**config.mk**
```make
export PLATFORM = sky130hd
export DESIGN_NAME = dlp_option_logic
export DESIGN_NICKNAME = d
export VERILOG_FILES = /design/src/rtl/dlp_pkg.sv /design/src/rtl/dlp_option_logic.sv
export SDC_FILE = /design/constraint.sdc
export NUM_CORES = 1
export LEC_CHECK = 0
export ABC_AREA = 1
export BUFFER_PORTS_ARGS = -buffer_cell sky130_fd_sc_hd__buf_2
export CAP_MARGIN = 20
export CORE_MARGIN = 2
export CORE_UTILIZATION = 45
export DETAILED_ROUTE_END_ITERATION = 7
export SLEW_MARGIN = 5
export SYNTH_ARGS = -nofsm -noshare
export SYNTH_HDL_FRONTEND = slang
export SYNTH_SLANG_ARGS = --single-unit
```
**constraint.sdc**
```tcl
create_clock -name ref_clk -period 19.63 [get_ports ref_clk]
set_clock_uncertainty 0.1 [all_clocks]
set_input_delay 1.963 -clock ref_clk [delete_from_list [all_inputs] [get_ports ref_clk]]
set_output_delay 1.963 -clock ref_clk [all_outputs]
set_load 0.05 [all_outputs]
```
**src/rtl/dlp_pkg.sv**
```systemverilog
// Package with constants and types of the deterministic-latency option logic.
package dlp_pkg;
	localparam int WORD_W = 10;
	localparam logic [9:0] COMMA_PAT = 10'h0fa;
	// Register byte offsets.
	localparam logic [7:0] OFF_CTRL = 8'h00;
	localparam logic [7:0] OFF_RUNLEN = 8'h04;
	localparam logic [7:0] OFF_STATUS = 8'h08;
	localparam logic [7:0] OFF_IRQ_STAT = 8'h0c;
	localparam logic [7:0] OFF_IRQ_MASK = 8'h10;
	// Control bit positions.
	localparam int CTRL_RLV_EN = 0;
	localparam int CTRL_ALIGN_STAT_EN = 1;
	localparam int CTRL_CODEC_STAT_EN = 2;
	localparam int CTRL_PMA_STAT_EN = 3;
	localparam int CTRL_EMB_RST_EN = 4;
	localparam int CTRL_MANUAL = 5;
	localparam int CTRL_REALIGN = 6;
	localparam logic [5:0] CTRL_RESET = 6'h10;
	// Interrupt bit positions.
	localparam int IRQ_RLV = 0;
	localparam int IRQ_SYNC = 1;
	localparam int IRQ_CODE = 2;
	localparam int IRQ_DISP = 3;
	// Run-length limits.
	localparam logic [7:0] RUNLEN_MIN = 8'h05;
	localparam logic [7:0] RUNLEN_MAX = 8'ha0;
	localparam logic [7:0] RUNLEN_STEP = 8'h05;
	localparam logic [7:0] RUNLEN_RESET = 8'ha0;
	// Reset sequencer hold time.
	localparam int CLK_PERIOD_NS = 50;
	localparam int RST_HOLD_NS = 1000;
	localparam logic [4:0] RST_HOLD_CYC =
		5'((RST_HOLD_NS + CLK_PERIOD_NS - 1) / CLK_PERIOD_NS);

	typedef enum logic [3:0] {
		RS_ANALOG = 4'h1,
		RS_CAL = 4'h2,
		RS_DIG = 4'h4,
		RS_RUN = 4'h8
	} dlp_rst_state_type;

	typedef enum logic [1:0] {
		AL_HUNT = 2'h1,
		AL_SYNC = 2'h2
	} dlp_align_state_type;

	typedef struct packed {
		logic txAnalog;
		logic txDigital;
		logic rxAnalog;
		logic rxDigital;
	} dlp_rst_type;

	typedef struct packed {
		logic runDisp;
		logic codeErr;
		logic dispErr;
	} dlp_codec_type;

	typedef struct packed {
		logic viol;
		logic lastBit;
		logic [7:0] cnt;
	} dlp_rl_type;
endpackage

```
**src/rtl/dlp_option_logic.sv**
```systemverilog
// Receive checks, word aligner, transmit slipper and reset sequencing.
`timescale 1ns/1ps
module dlp_option_logic
	import dlp_pkg::*;
(
	// Clock and reset
	input wire logic ref_clk,
	input wire logic arst_n,
	// APB slave
	input wire logic psel,
	input wire logic penable,
	input wire logic pwrite,
	input wire logic [7:0] paddr,
	input wire logic [31:0] pwdata,
	output logic [31:0] prdata,
	output logic pready,
	output logic pslverr,
	output logic irq,
	// Receive parallel data
	input wire logic [9:0] rxWord,
	output logic [9:0] rxAlignedWord,
	output logic [4:0] rxSlipBoundary,
	output logic rxRlv,
	output logic rxPatternDetect,
	output logic rxSyncStatus,
	output dlp_codec_type rxCodec,
	// PMA status
	input wire logic cdrRefLock,
	input wire logic cdrDataLock,
	input wire logic rxSignalDetect,
	output logic cdrRefLockOut,
	output logic cdrDataLockOut,
	output logic rxSignalDetectOut,
	// Transmit parallel data
	input wire logic [9:0] txWordIn,
	output logic [9:0] txWordOut,
	// Channel resets
	input wire dlp_rst_type extRst,
	input wire logic txCalBusy,
	input wire logic rxCalBusy,
	output dlp_rst_type chanRst
);

	function automatic dlp_rl_type rl_step(input logic [9:0] w,
		input dlp_rl_type s, input logic [7:0] thr);
		dlp_rl_type r;
		r = s;
		r.viol = 1'b0;
		for (int i = 0; i < WORD_W; i++) begin
			if (w[i] == r.lastBit && r.cnt != 8'hff) begin
				r.cnt = r.cnt + 8'h01;
			end else if (w[i] != r.lastBit) begin
				r.cnt = 8'h01;
			end
			r.lastBit = w[i];
			if (r.cnt > thr) begin
				r.viol = 1'b1;
			end
		end
		return r;
	endfunction

	function automatic logic [3:0] ones10(input logic [9:0] w);
		logic [3:0] n;
		n = 4'h0;
		for (int i = 0; i < WORD_W; i++) begin
			n = n + {3'h0, w[i]};
		end
		return n;
	endfunction

	logic [5:0] ctrlReg;
	logic [7:0] runLenReg;
	logic [3:0] irqStatReg;
	logic [3:0] irqMaskReg;
	logic realignPulse;
	logic apbAccess;
	logic apbDone;
	logic [31:0] rdValue;
	logic mapped;

	assign apbAccess = psel && penable && !pready;
	assign apbDone = psel && penable && pready;
	assign mapped = paddr inside {OFF_CTRL, OFF_RUNLEN, OFF_STATUS,
		OFF_IRQ_STAT, OFF_IRQ_MASK};

	// One wait state lets read data come straight from a flip-flop.
	always_ff @(posedge ref_clk or negedge arst_n) begin
		if (!arst_n) begin
			pready <= 1'b0;
			prdata <= 32'h0;
			pslverr <= 1'b0;
		end else begin
			pready <= apbAccess;
			pslverr <= apbAccess && !mapped;
			if (apbAccess && !pwrite) begin
				prdata <= rdValue;
			end
		end
	end

	logic [7:0] wrLen;
	assign wrLen = pwdata[7:0];

	always_ff @(posedge ref_clk or negedge arst_n) begin
		if (!arst_n) begin
			ctrlReg <= CTRL_RESET;
			runLenReg <= RUNLEN_RESET;
			irqMaskReg <= 4'h0;
			realignPulse <= 1'b0;
		end else begin
			realignPulse <= 1'b0;
			if (apbDone && pwrite) begin
				if (paddr == OFF_CTRL) begin
					ctrlReg <= pwdata[5:0];
					realignPulse <= pwdata[CTRL_REALIGN];
				end
				// Out-of-range or non-multiple values leave the threshold alone.
				if (paddr == OFF_RUNLEN && wrLen >= RUNLEN_MIN &&
					wrLen <= RUNLEN_MAX && wrLen % RUNLEN_STEP == 8'h00) begin
					runLenReg <= wrLen;
				end
				if (paddr == OFF_IRQ_MASK) begin
					irqMaskReg <= pwdata[3:0];
				end
			end
		end
	end

	// Reset sequencer.
	dlp_rst_state_type rstState;
	logic [4:0] rstCnt;
	logic embRst;
	assign embRst = ctrlReg[CTRL_EMB_RST_EN];

	always_ff @(posedge ref_clk or negedge arst_n) begin
		if (!arst_n) begin
			rstState <= RS_ANALOG;
			rstCnt <= 5'h0;
		end else begin
			unique case (rstState)
				RS_ANALOG: begin
					rstCnt <= rstCnt + 5'h01;
					if (rstCnt == RST_HOLD_CYC - 5'h01) begin
						rstState <= RS_CAL;
						rstCnt <= 5'h0;
					end
				end
				RS_CAL: begin
					if (!txCalBusy && !rxCalBusy) begin
						rstState <= RS_DIG;
					end
				end
				RS_DIG: begin
					rstCnt <= rstCnt + 5'h01;
					if (rstCnt == RST_HOLD_CYC - 5'h01) begin
						rstState <= RS_RUN;
						rstCnt <= 5'h0;
					end
				end
				RS_RUN: begin
					if (txCalBusy || rxCalBusy) begin
						rstState <= RS_CAL;
					end
				end
			endcase
		end
	end

	always_ff @(posedge ref_clk or negedge arst_n) begin
		if (!arst_n) begin
			chanRst <= '1;
		end else if (embRst) begin
			chanRst.txAnalog <= rstState == RS_ANALOG;
			chanRst.rxAnalog <= rstState == RS_ANALOG;
			chanRst.txDigital <= rstState != RS_RUN;
			chanRst.rxDigital <= rstState != RS_RUN;
		end else begin
			chanRst <= extRst;
		end
	end

	// Word aligner.
	dlp_align_state_type alState;
	logic [9:0] rxPrev;
	logic [19:0] rxWin;
	logic found;
	logic [3:0] foundOff;
	logic [4:0] slipReg;
	logic manual;
	assign manual = ctrlReg[CTRL_MANUAL];
	assign rxWin = {rxWord, rxPrev};

	always_comb begin
		found = 1'b0;
		foundOff = 4'h0;
		for (int i = WORD_W - 1; i >= 0; i--) begin
			if (rxWin[i +: 10] == COMMA_PAT || rxWin[i +: 10] == ~COMMA_PAT) begin
				found = 1'b1;
				foundOff = 4'(i);
			end
		end
	end

	always_ff @(posedge ref_clk or negedge arst_n) begin
		if (!arst_n) begin
			alState <= AL_HUNT;
			slipReg <= 5'h0;
			rxPrev <= 10'h0;
			rxAlignedWord <= 10'h0;
		end else begin
			rxPrev <= rxWord;
			rxAlignedWord <= rxWin[slipReg +: 10];
			if (chanRst.rxDigital || realignPulse) begin
				alState <= AL_HUNT;
			end else begin
				unique case (alState)
					AL_HUNT: begin
						if (found) begin
							alState <= AL_SYNC;
							slipReg <= {1'b0, foundOff};
						end
					end
					AL_SYNC: begin
						if (manual && found && {1'b0, foundOff} != slipReg) begin
							slipReg <= {1'b0, foundOff};
						end
					end
				endcase
			end
		end
	end

	logic patDet;
	assign patDet = found && alState == AL_SYNC && {1'b0, foundOff} == slipReg;

	always_ff @(posedge ref_clk or negedge arst_n) begin
		if (!arst_n) begin
			rxPatternDetect <= 1'b0;
			rxSyncStatus <= 1'b0;
			rxSlipBoundary <= 5'h0;
		end else begin
			rxSlipBoundary <= slipReg;
			rxPatternDetect <= ctrlReg[CTRL_ALIGN_STAT_EN] && patDet;
			rxSyncStatus <= ctrlReg[CTRL_ALIGN_STAT_EN] && alState == AL_SYNC;
		end
	end

	// Transmit bit slipper delays the stream by the receive slip in manual mode only; otherwise txWordIn passes through unslipped.
	logic [9:0] txPrev;
	logic [19:0] txWin;
	logic txSlipOn;
	assign txWin = {txWordIn, txPrev};
	assign txSlipOn = manual;

	always_ff @(posedge ref_clk or negedge arst_n) begin
		if (!arst_n) begin
			txPrev <= 10'h0;
			txWordOut <= 10'h0;
		end else begin
			txPrev <= txWordIn;
			if (txSlipOn) begin
				txWordOut <= txWin[5'd10 - slipReg +: 10];
			end else begin
				txWordOut <= txWordIn;
			end
		end
	end

	// Run-length checking over the raw received stream.
	dlp_rl_type rlState;
	dlp_rl_type rlNext;
	assign rlNext = rl_step(rxWord, rlState, runLenReg);

	always_ff @(posedge ref_clk or negedge arst_n) begin
		if (!arst_n) begin
			rlState <= '0;
			rxRlv <= 1'b0;
		end else begin
			rlState <= rlNext;
			rxRlv <= ctrlReg[CTRL_RLV_EN] && rlNext.viol;
		end
	end

	// Codec status on the aligned word.
	logic [3:0] ones;
	logic codeBad;
	logic dispBad;
	logic runDisp;
	assign ones = ones10(rxAlignedWord);
	assign codeBad = ones < 4'h4 || ones > 4'h6;
	assign dispBad = (ones == 4'h6 && runDisp) || (ones == 4'h4 && !runDisp);

	always_ff @(posedge ref_clk or negedge arst_n) begin
		if (!arst_n) begin
			runDisp <= 1'b0;
			rxCodec <= '0;
		end else begin
			if (!codeBad && ones != 4'h5) begin
				runDisp <= ones == 4'h6;
			end
			if (ctrlReg[CTRL_CODEC_STAT_EN]) begin
				rxCodec <= '{runDisp, codeBad, dispBad};
			end else begin
				rxCodec <= '0;
			end
		end
	end

	always_ff @(posedge ref_clk or negedge arst_n) begin
		if (!arst_n) begin
			cdrRefLockOut <= 1'b0;
			cdrDataLockOut <= 1'b0;
			rxSignalDetectOut <= 1'b0;
		end else begin
			cdrRefLockOut <= ctrlReg[CTRL_PMA_STAT_EN] && cdrRefLock;
			cdrDataLockOut <= ctrlReg[CTRL_PMA_STAT_EN] && cdrDataLock;
			rxSignalDetectOut <= ctrlReg[CTRL_PMA_STAT_EN] && rxSignalDetect;
		end
	end

	// Sticky events; a read clears, but a new event in that cycle survives.
	logic [3:0] irqEvents;
	logic irqRead;
	assign irqEvents = {dispBad, codeBad, alState == AL_HUNT && found,
		rlNext.viol && ctrlReg[CTRL_RLV_EN]};
	assign irqRead = apbDone && !pwrite && paddr == OFF_IRQ_STAT;

	always_ff @(posedge ref_clk or negedge arst_n) begin
		if (!arst_n) begin
			irqStatReg <= 4'h0;
			irq <= 1'b0;
		end else begin
			irqStatReg <= (irqRead ? 4'h0 : irqStatReg) | irqEvents;
			irq <= |(((irqRead ? 4'h0 : irqStatReg) | irqEvents) & irqMaskReg);
		end
	end

	always_comb begin
		rdValue = 32'h0;
		unique case (paddr)
			OFF_CTRL: rdValue = {26'h0, ctrlReg};
			OFF_RUNLEN: rdValue = {24'h0, runLenReg};
			OFF_STATUS: rdValue = {21'h0, rstState == RS_RUN, rxSignalDetect,
				cdrDataLock, cdrRefLock, runDisp, alState == AL_SYNC, slipReg};
			OFF_IRQ_STAT: rdValue = {28'h0, irqStatReg};
			OFF_IRQ_MASK: rdValue = {28'h0, irqMaskReg};
			default: rdValue = 32'h0;
		endcase
	end

	property p_slip_manual;
		@(posedge ref_clk) disable iff (!arst_n)
		manual |=> txWordOut == $past(txWin[5'd10 - slipReg +: 10]);
	endproperty
	a_slip_manual: assert property (p_slip_manual)
		else $error("tx slip output wrong in manual mode");

	property p_slip_off;
		@(posedge ref_clk) disable iff (!arst_n)
		!manual |=> txWordOut == $past(txWordIn);
	endproperty
	a_slip_off: assert property (p_slip_off)
		else $error("tx slip active outside manual mode");

	property p_rlv_cause;
		@(posedge ref_clk) disable iff (!arst_n)
		rxRlv |-> $past(rlNext.cnt > runLenReg || rlNext.viol)
			&& $past(ctrlReg[CTRL_RLV_EN]);
	endproperty
	a_rlv_cause: assert property (p_rlv_cause)
		else $error("run-length violation without cause");

	property p_rlv_hit;
		@(posedge ref_clk) disable iff (!arst_n)
		ctrlReg[CTRL_RLV_EN] && rlNext.cnt > runLenReg |=> rxRlv;
	endproperty
	a_rlv_hit: assert property (p_rlv_hit)
		else $error("run-length violation missed");

	property p_runlen_legal;
		@(posedge ref_clk) disable iff (!arst_n)
		runLenReg >= RUNLEN_MIN && runLenReg <= RUNLEN_MAX
			&& runLenReg % RUNLEN_STEP == 8'h00;
	endproperty
	a_runlen_legal: assert property (p_runlen_legal)
		else $error("illegal run-length threshold");

	property p_align_gate;
		@(posedge ref_clk) disable iff (!arst_n)
		!ctrlReg[CTRL_ALIGN_STAT_EN] |=> !rxSyncStatus && !rxPatternDetect;
	endproperty
	a_align_gate: assert property (p_align_gate)
		else $error("aligner status shown while disabled");

	property p_codec_gate;
		@(posedge ref_clk) disable iff (!arst_n)
		!ctrlReg[CTRL_CODEC_STAT_EN] |=> rxCodec == '0;
	endproperty
	a_codec_gate: assert property (p_codec_gate)
		else $error("codec status shown while disabled");

	property p_pma_pass;
		@(posedge ref_clk) disable iff (!arst_n)
		ctrlReg[CTRL_PMA_STAT_EN] |=> cdrDataLockOut == $past(cdrDataLock);
	endproperty
	a_pma_pass: assert property (p_pma_pass)
		else $error("data lock status not passed through");

	property p_emb_rst;
		@(posedge ref_clk) disable iff (!arst_n)
		embRst && rstState == RS_ANALOG |=> chanRst.rxAnalog && chanRst.txDigital;
	endproperty
	a_emb_rst: assert property (p_emb_rst)
		else $error("channel resets released too early");

	property p_hunt_lock;
		@(posedge ref_clk) disable iff (!arst_n)
		alState == AL_HUNT && found && !chanRst.rxDigital && !realignPulse
			|=> alState == AL_SYNC && slipReg == {1'b0, $past(foundOff)};
	endproperty
	a_hunt_lock: assert property (p_hunt_lock)
		else $error("aligner did not lock on found comma");

endmodule // dlp_option_logic

```
==> flow_summary.ini, run 1 <==
[route]
wl_met2_um = 15200
vias_per_cell = 5.36
num_vias = 12000
wl_met3_um = 1300
ant_nets = 0
maxUsedRoutingLayer = met4
m1WireLength_um = 15600
first_iter_violations = 869
drcViolationCount = 0
avgRoutedWirePerCell_um = 14.6
drtPass1Iterations = 5
drt-total-wl_um = 32600

[cts]
htreeDepth = 4
cts_resized = 0
root_buffer = clkbuf_16
cts_made_buffers = 17
cts_sinks = 118
clkTransAtPathRegs_ns = 0.06
clk_latency_ns = 0.42
cts_tree = yes
holdBufCountCts = 0
post_cts_buffers = 0
cts_buffer_depth = 2

[floorplan]
start_util_pct = 45.4
die-area_um2 = 28300
rows = 60
num_io_pins = 147
dieHeight_um = 168
fp.dieW_um = 168
core_area_um2 = 26700

[finish]
nFillCells = 2686
finish.net_count = 2083
fin_cells = 2236
drive_gt1_share_pct = 13.1
final_util_pct = 50.6
syn_to_final_growth_pct = 11.5
postLayoutCellArea_um2 = 13500
final_common_cell = nand2_1
diodes = 0
mostFrequentLayoutCells = nand2_1 (444), inv_1 (253), o21ai_0 (141)

[setup_path]
worst_setup_path_end_kind = flop
worstSetupPathType = in -> reg
worstSetupPathDepth = 83
startpoint_type = input pin
critPathTopFamily = simple AND/OR/NAND/NOR gates
crit_required_ns = 19.81
reg2reg_from = rlState[8]
worstPathMaxFanout = 9
worstRegToRegCells = 82
slowest_stage = ha_1
reg2reg_to = irq
crit_top_cell = nand2_1
worst-path-buf-inv = 10
cp.arrival_ns = 13.57
critPathMaxStageDelay_ns = 0.37
r2r_slack_ns = 7.42

[global_routing]
gr-total-overflow = 0
antenna_found_initial = 0
grt_pass1_vias = 11000
grt_max_degree = 78
grt_usage_pct = 23.0
grt_first_pass_wirelength_um = 53800

[sta]
tns_ns = 0
tightest_slew_ns = 0.888
hold_viol = 0
period_needed_ns = 13.38
finalSetupViolations = 0
drv_slew = 0
fmax_ghz = 0.0747
rsz0062_at_grt = false
period_share_pct = 68.2
relSlewSlack_pct = 40.8

[placement]
gp_congestion = 0.886
io_buffers = 100
place_inst = 2204
placed_cell_area_um2 = 12900
dp_hpwl_um = 25500

[synth]
synth_xor_area_share_pct = 1.44
synth_seq_area_share_pct = 24.4
synthCells = 1786
synth_compound_area_share_pct = 15.4
synthAdderAreaFrac_pct = 13.5
synth-simple-area-share_pct = 33.6
synth_flop_cell = dfrtp_1
synth_top_family_by_area = simple AND/OR/NAND/NOR gates
async_flop_share_pct = 100
ys_ff_latch = 118
avgSynthCellArea_um2 = 6.79
synth.cell_area_um2 = 12100
synthMuxAreaShare_pct = 0.907
synth_edf_count = 0
ys_types = 56
ys_warn_count = 0

[power]
p_leak_nw = 7.19
power_density_nw_per_um2 = 69.8
peakVddDrop_mv = 0.0440
p_total_mw = 0.944

[worst_hold_path]
hp-class = reg -> reg
hold_end = alState[0]
holdPathStages = 2
hp-start = alState[0]

[run]
maxCapViolations = 0

[outcome]
status = finished, final reports clean
metrics by stage:
step | worst slack [ns] | hold slack (ns)
finish | 6.25 | 0.374
CTS | 6.26 | 0.375
detailed placement | 5.87 | 0.363
global route | 4.94 | 0.402
floorplan | 8.10 | 0.252
global placement | 6.01 | 0.364
flip-flops by register name, summed over array words and instances, names as in the netlist, 2 cells and up:
| register | count |
|---|---|
| txWordOut | 10 |
| prdata | 11 |
| rstCnt | 5 |
| irqStatReg | 4 |
| runLenReg | 8 |
| ctrlReg | 6 |
| rxAlignedWord | 10 |
| alState | 2 |
| rstState | 4 |
| rlState | 9 |
| txPrev | 10 |
| rxSlipBoundary | 4 |
| rxPrev | 9 |
| chanRst | 4 |
| irqMaskReg | 4 |
| rxCodec | 3 |
| slipReg | 4 |
synth_stat cells, drive strengths merged, types with 2 or more instances:
| library cell | instances | area [um2] |
|---|---|---|
| a41oi | 2 | 17.5 |
| nand3b | 7 | 52.6 |
| nand4 | 42 | 263 |
| xnor2 | 8 | 70.1 |
| a22o | 2 | 17.5 |
| inv | 263 | 987 |
| nand3 | 162 | 956 |
| o21ai | 147 | 739 |
| clkbuf | 24 | 90.1 |
| nor4 | 9 | 56.3 |
| dfstp | 9 | 236 |
| a2111oi | 2 | 17.5 |
| fa | 6 | 120 |
| a21oi | 98 | 558 |
| a221oi | 4 | 35.0 |
| a32oi | 3 | 26.3 |
| mux2i | 11 | 110 |
| clkinv | 10 | 38.8 |
| a211oi | 2 | 15.0 |
| a31oi | 9 | 56.3 |
| nor3 | 19 | 105 |
| o22ai | 10 | 62.6 |
| xor2 | 12 | 105 |
| nand2 | 465 | 1840 |
| and3 | 2 | 12.5 |
| o221ai | 13 | 114 |
| buf | 27 | 188 |
| o211ai | 14 | 105 |
| nor2 | 156 | 764 |
| ha | 121 | 1510 |
| o31ai | 3 | 22.5 |
| o21a | 6 | 45.0 |
| dfrtp | 109 | 2730 |
| or2 | 4 | 25.0 |
per-layer routing:
metal  vias to the layer above  global-route usage [%]
li1                       6113                       -
met1                      5577                    32.0
met2                       263                    38.6
met3                        33                    2.33
met4                         0                    5.32
met5                         -                       0
worst max path at each step:
stage / startpoint / endpoint / slack (ns)
floorplan: rxWord[0] / irq / 8.10
global placement: rxWord[0] / irq / 6.01
detailed placement: rxWord[0] / irq / 5.87
CTS: rxWord[0] / irq / 6.26
global route: rxWord[0] / irq / 4.94
finish: rxWord[0] / irq / 6.25
where the power goes:
part	internal, mW	switching [mW]	total (mW)
Clock	0.192	0.129	0.322
Combinational	0.118	0.230	0.348
Sequential	0.261	0.0133	0.274
Total	0.571	0.373	0.944
kinds of logic (layout without fill, tap and decap cells):
family          after synthesis  count (layout)
compound gates              319             319
xor+xnor                     20              20
fa+ha+maj                   127             127
buf+inv                     324             412
flops                       118             118
mux                          11              11
other cells                   1              22
simple gates                866             866
layout make-up:
cell class                 instances  area, um2  share of cell area, %
multi-input combinational       1365       7950                   58.8
timing repair buffer             107        556                   4.11
clock inverter                    15        180                   1.33
tap                              341        427                   3.15
inverter                         273       1030                   7.59
clock buffer                      17        425                   3.15
sequential                       118       2970                   21.9
worst register-to-register path, delay by kind of cell, from the launching register on:
kind	cells	cell delay [ns]
buffers and inverters	9	1.20
DFF	1	0.49
adders and majority gates	11	2.78
and+or+nand+nor	55	6.73
AOI/OAI and AO/OA	7	0.80
Power figures use the tool's default switching activity.
==> run 2: changes to the inputs <==
--- a/config.mk
+++ b/config.mk
@@ -11,6 +11,7 @@
 export CORE_MARGIN = 2
 export CORE_UTILIZATION = 45
 export DETAILED_ROUTE_END_ITERATION = 7
+export PLACE_DENSITY = 0.67
 export SLEW_MARGIN = 5
 export SYNTH_ARGS = -nofsm -noshare
 export SYNTH_HDL_FRONTEND = slang
==> constraint.sdc (replaced) <==
create_clock -name ref_clk -period 12.2 [get_ports ref_clk]
set_clock_uncertainty 0.1 [all_clocks]
set_input_delay 1.22 -clock ref_clk [delete_from_list [all_inputs] [get_ports ref_clk]]
set_output_delay 1.22 -clock ref_clk [all_outputs]
set_load 0.05 [all_outputs]
==> flow_summary.ini, run 2 (synthesis gave the netlist of run 1 again) <==
[route]
avgRoutedWirePerCell_um = 14.5
ant_nets = 0
vias_per_cell = 5.33
drtPass1Iterations = 5
drt-total-wl_um = 32800
first_iter_violations = 843
drcViolationCount = 0
num_vias = 12100

[worst_hold_path]
hp-class = reg -> reg

[finish]
final_util_pct = 51.7
final_common_cell = nand2_1
largest_reg_flops = 11
drive_gt1_share_pct = 15.0
nFillCells = 2663
syn_to_final_growth_pct = 13.8
regMostFlops = prdata
mostFrequentLayoutCells = nand2_1 (443), inv_1 (251), o21ai_0 (141)
finish.net_count = 2113

[floorplan]
core_area_um2 = 26700
fp.dieW_um = 168
dieHeight_um = 168
num_io_pins = 147
start_util_pct = 45.4
die-area_um2 = 28300
rows = 60

[power]
power_density_nw_per_um2 = 112
p_clk_share_pct = 33.2
peakVddDrop_mv = 0.0735
switching_share_pct = 39.5
p_int_mw = 0.933
p_leak_nw = 7.33
p_seq_share_pct = 28.6
power_frac_comb_pct = 38.2
p_total_mw = 1.54
switching_power_mw = 0.609

[sta]
relSlewSlack_pct = 46.4
rsz0062_at_grt = false
fmax_ghz = 0.0890
period_needed_ns = 11.23
finalSetupViolations = 0
tightest_slew_ns = 0.804
drv_slew = 0
tns_ns = 0
hold_viol = 0
period_share_pct = 92.1

[run]
maxCapViolations = 0

[cts]
cts_sinks = 118
htreeDepth = 4
cts_tree = yes
clk_latency_ns = 0.42
cts_made_buffers = 17
root_buffer = clkbuf_16
clkTransAtPathRegs_ns = 0.06
cts_buffer_depth = 2

[placement]
gp_congestion = 0.917
dp_hpwl_um = 25700
io_buffers = 100

[global_routing]
grt_max_degree = 78
grt_usage_pct = 23.1
gr-total-overflow = 0
antenna_found_initial = 1
grt_first_pass_wirelength_um = 54300
grt_pass1_vias = 11100

[setup_path]
startpoint_type = input pin
critPathTopFamily = simple AND/OR/NAND/NOR gates
worst-path-buf-inv = 12
worstPathMaxFanout = 8
worstSetupPathType = in -> reg
slowest_stage = ha_1
crit_required_ns = 12.40
worst_setup_path_end_kind = flop
critPathMaxStageDelay_ns = 0.30
crit_top_cell = nand2_1
cp.arrival_ns = 11.43

[outcome]
status = finished, final reports clean
[run 2: cell count changes in the layout (fill, tap and decap cells not counted), sizes merged]
cell and change:
clkbuf +1, clkinvlp +1, clkinv -1, diode +1
buf +29, inv -1
[run 2: power groups by stage]
| stage | clock network (mW) | registers (mW) | logic [mW] |
|---|---|---|---|
| after floorplan | 0 | 0.469 | 0.414 |
| after global placement | 0 | 0.446 | 0.561 |
| after detailed placement | 0 | 0.447 | 0.576 |
| after CTS | 0.516 | 0.441 | 0.579 |
| after global routing | 0.536 | 0.444 | 0.666 |
| final | 0.512 | 0.440 | 0.590 |
[run 2: routing by layer]
| metal | global-route usage, % | routed length (um) | vias to the layer above |
|---|---|---|---|
| met5 | 0 | 0 | - |
| met4 | 5.47 | 477 | 0 |
| met3 | 2.94 | 1450 | 43 |
| met2 | 38.8 | 15400 | 311 |
| met1 | 31.8 | 15500 | 5575 |
| li1 | - | - | 6146 |
[run 2: path summary, 6_finish.rpt]
path / cells after the start / startpoint / slack (ns) / end
setup / recovery: 82 / rxWord[0] / 0.97 / irq
hold / removal: 2 / realignPulse / 0.37 / alState[0]
setup reg to reg: 83 / rlState[0] / 1.34 / irq
hold reg to reg: 2 / realignPulse / 0.37 / alState[0]
max in group asynchronous: 2 / arst_n / 9.98 / rlState[3]
min in group asynchronous: 1 / arst_n / 0.73 / rstCnt[3]
[run 2: cell type report]
cell class / count / area, um2 / area share (%)
Tap cell: 341 / 427 / 3.09
Timing Repair Buffer: 137 / 783 / 5.67
Clock buffer: 17 / 425 / 3.08
Sequential cell: 118 / 2970 / 21.5
Multi-Input combinational cell: 1365 / 8020 / 58.0
Antenna cell: 1 / 2.50 / 0.0181
Inverter: 273 / 1030 / 7.43
Clock inverter: 14 / 165 / 1.20
[run 2: worst register-to-register path: cells and delay by family, from the launching register on]
| family | cells | cell delay, ns |
|---|---|---|
| and+or+nand+nor | 55 | 5.84 |
| AOI/OAI and AO/OA | 8 | 1.05 |
| buffers and inverters | 9 | 0.90 |
| adders and majority gates | 11 | 2.47 |
| DFF | 1 | 0.41 |
[run 2: per-stage QoR]
step	hold slack (ns)	cells	setup WS (ns)	area (um2)
final	0.366	2266	0.968	13800
after global routing	0.407	2266	0.0173	13800
after CTS	0.371	2258	0.627	13700
after detailed placement	0.356	2227	0.220	13100
after global placement	0.348	2227	0.452	13100
after floorplan	0.252	1807	1.42	12200
[run 2: timing repair]
action | CTS | global route
setup endpoints to repair | 0 | 3
gates resized for setup | 0 | 18
buffers inserted | 0 | 7
hold buffers | 0 | 0
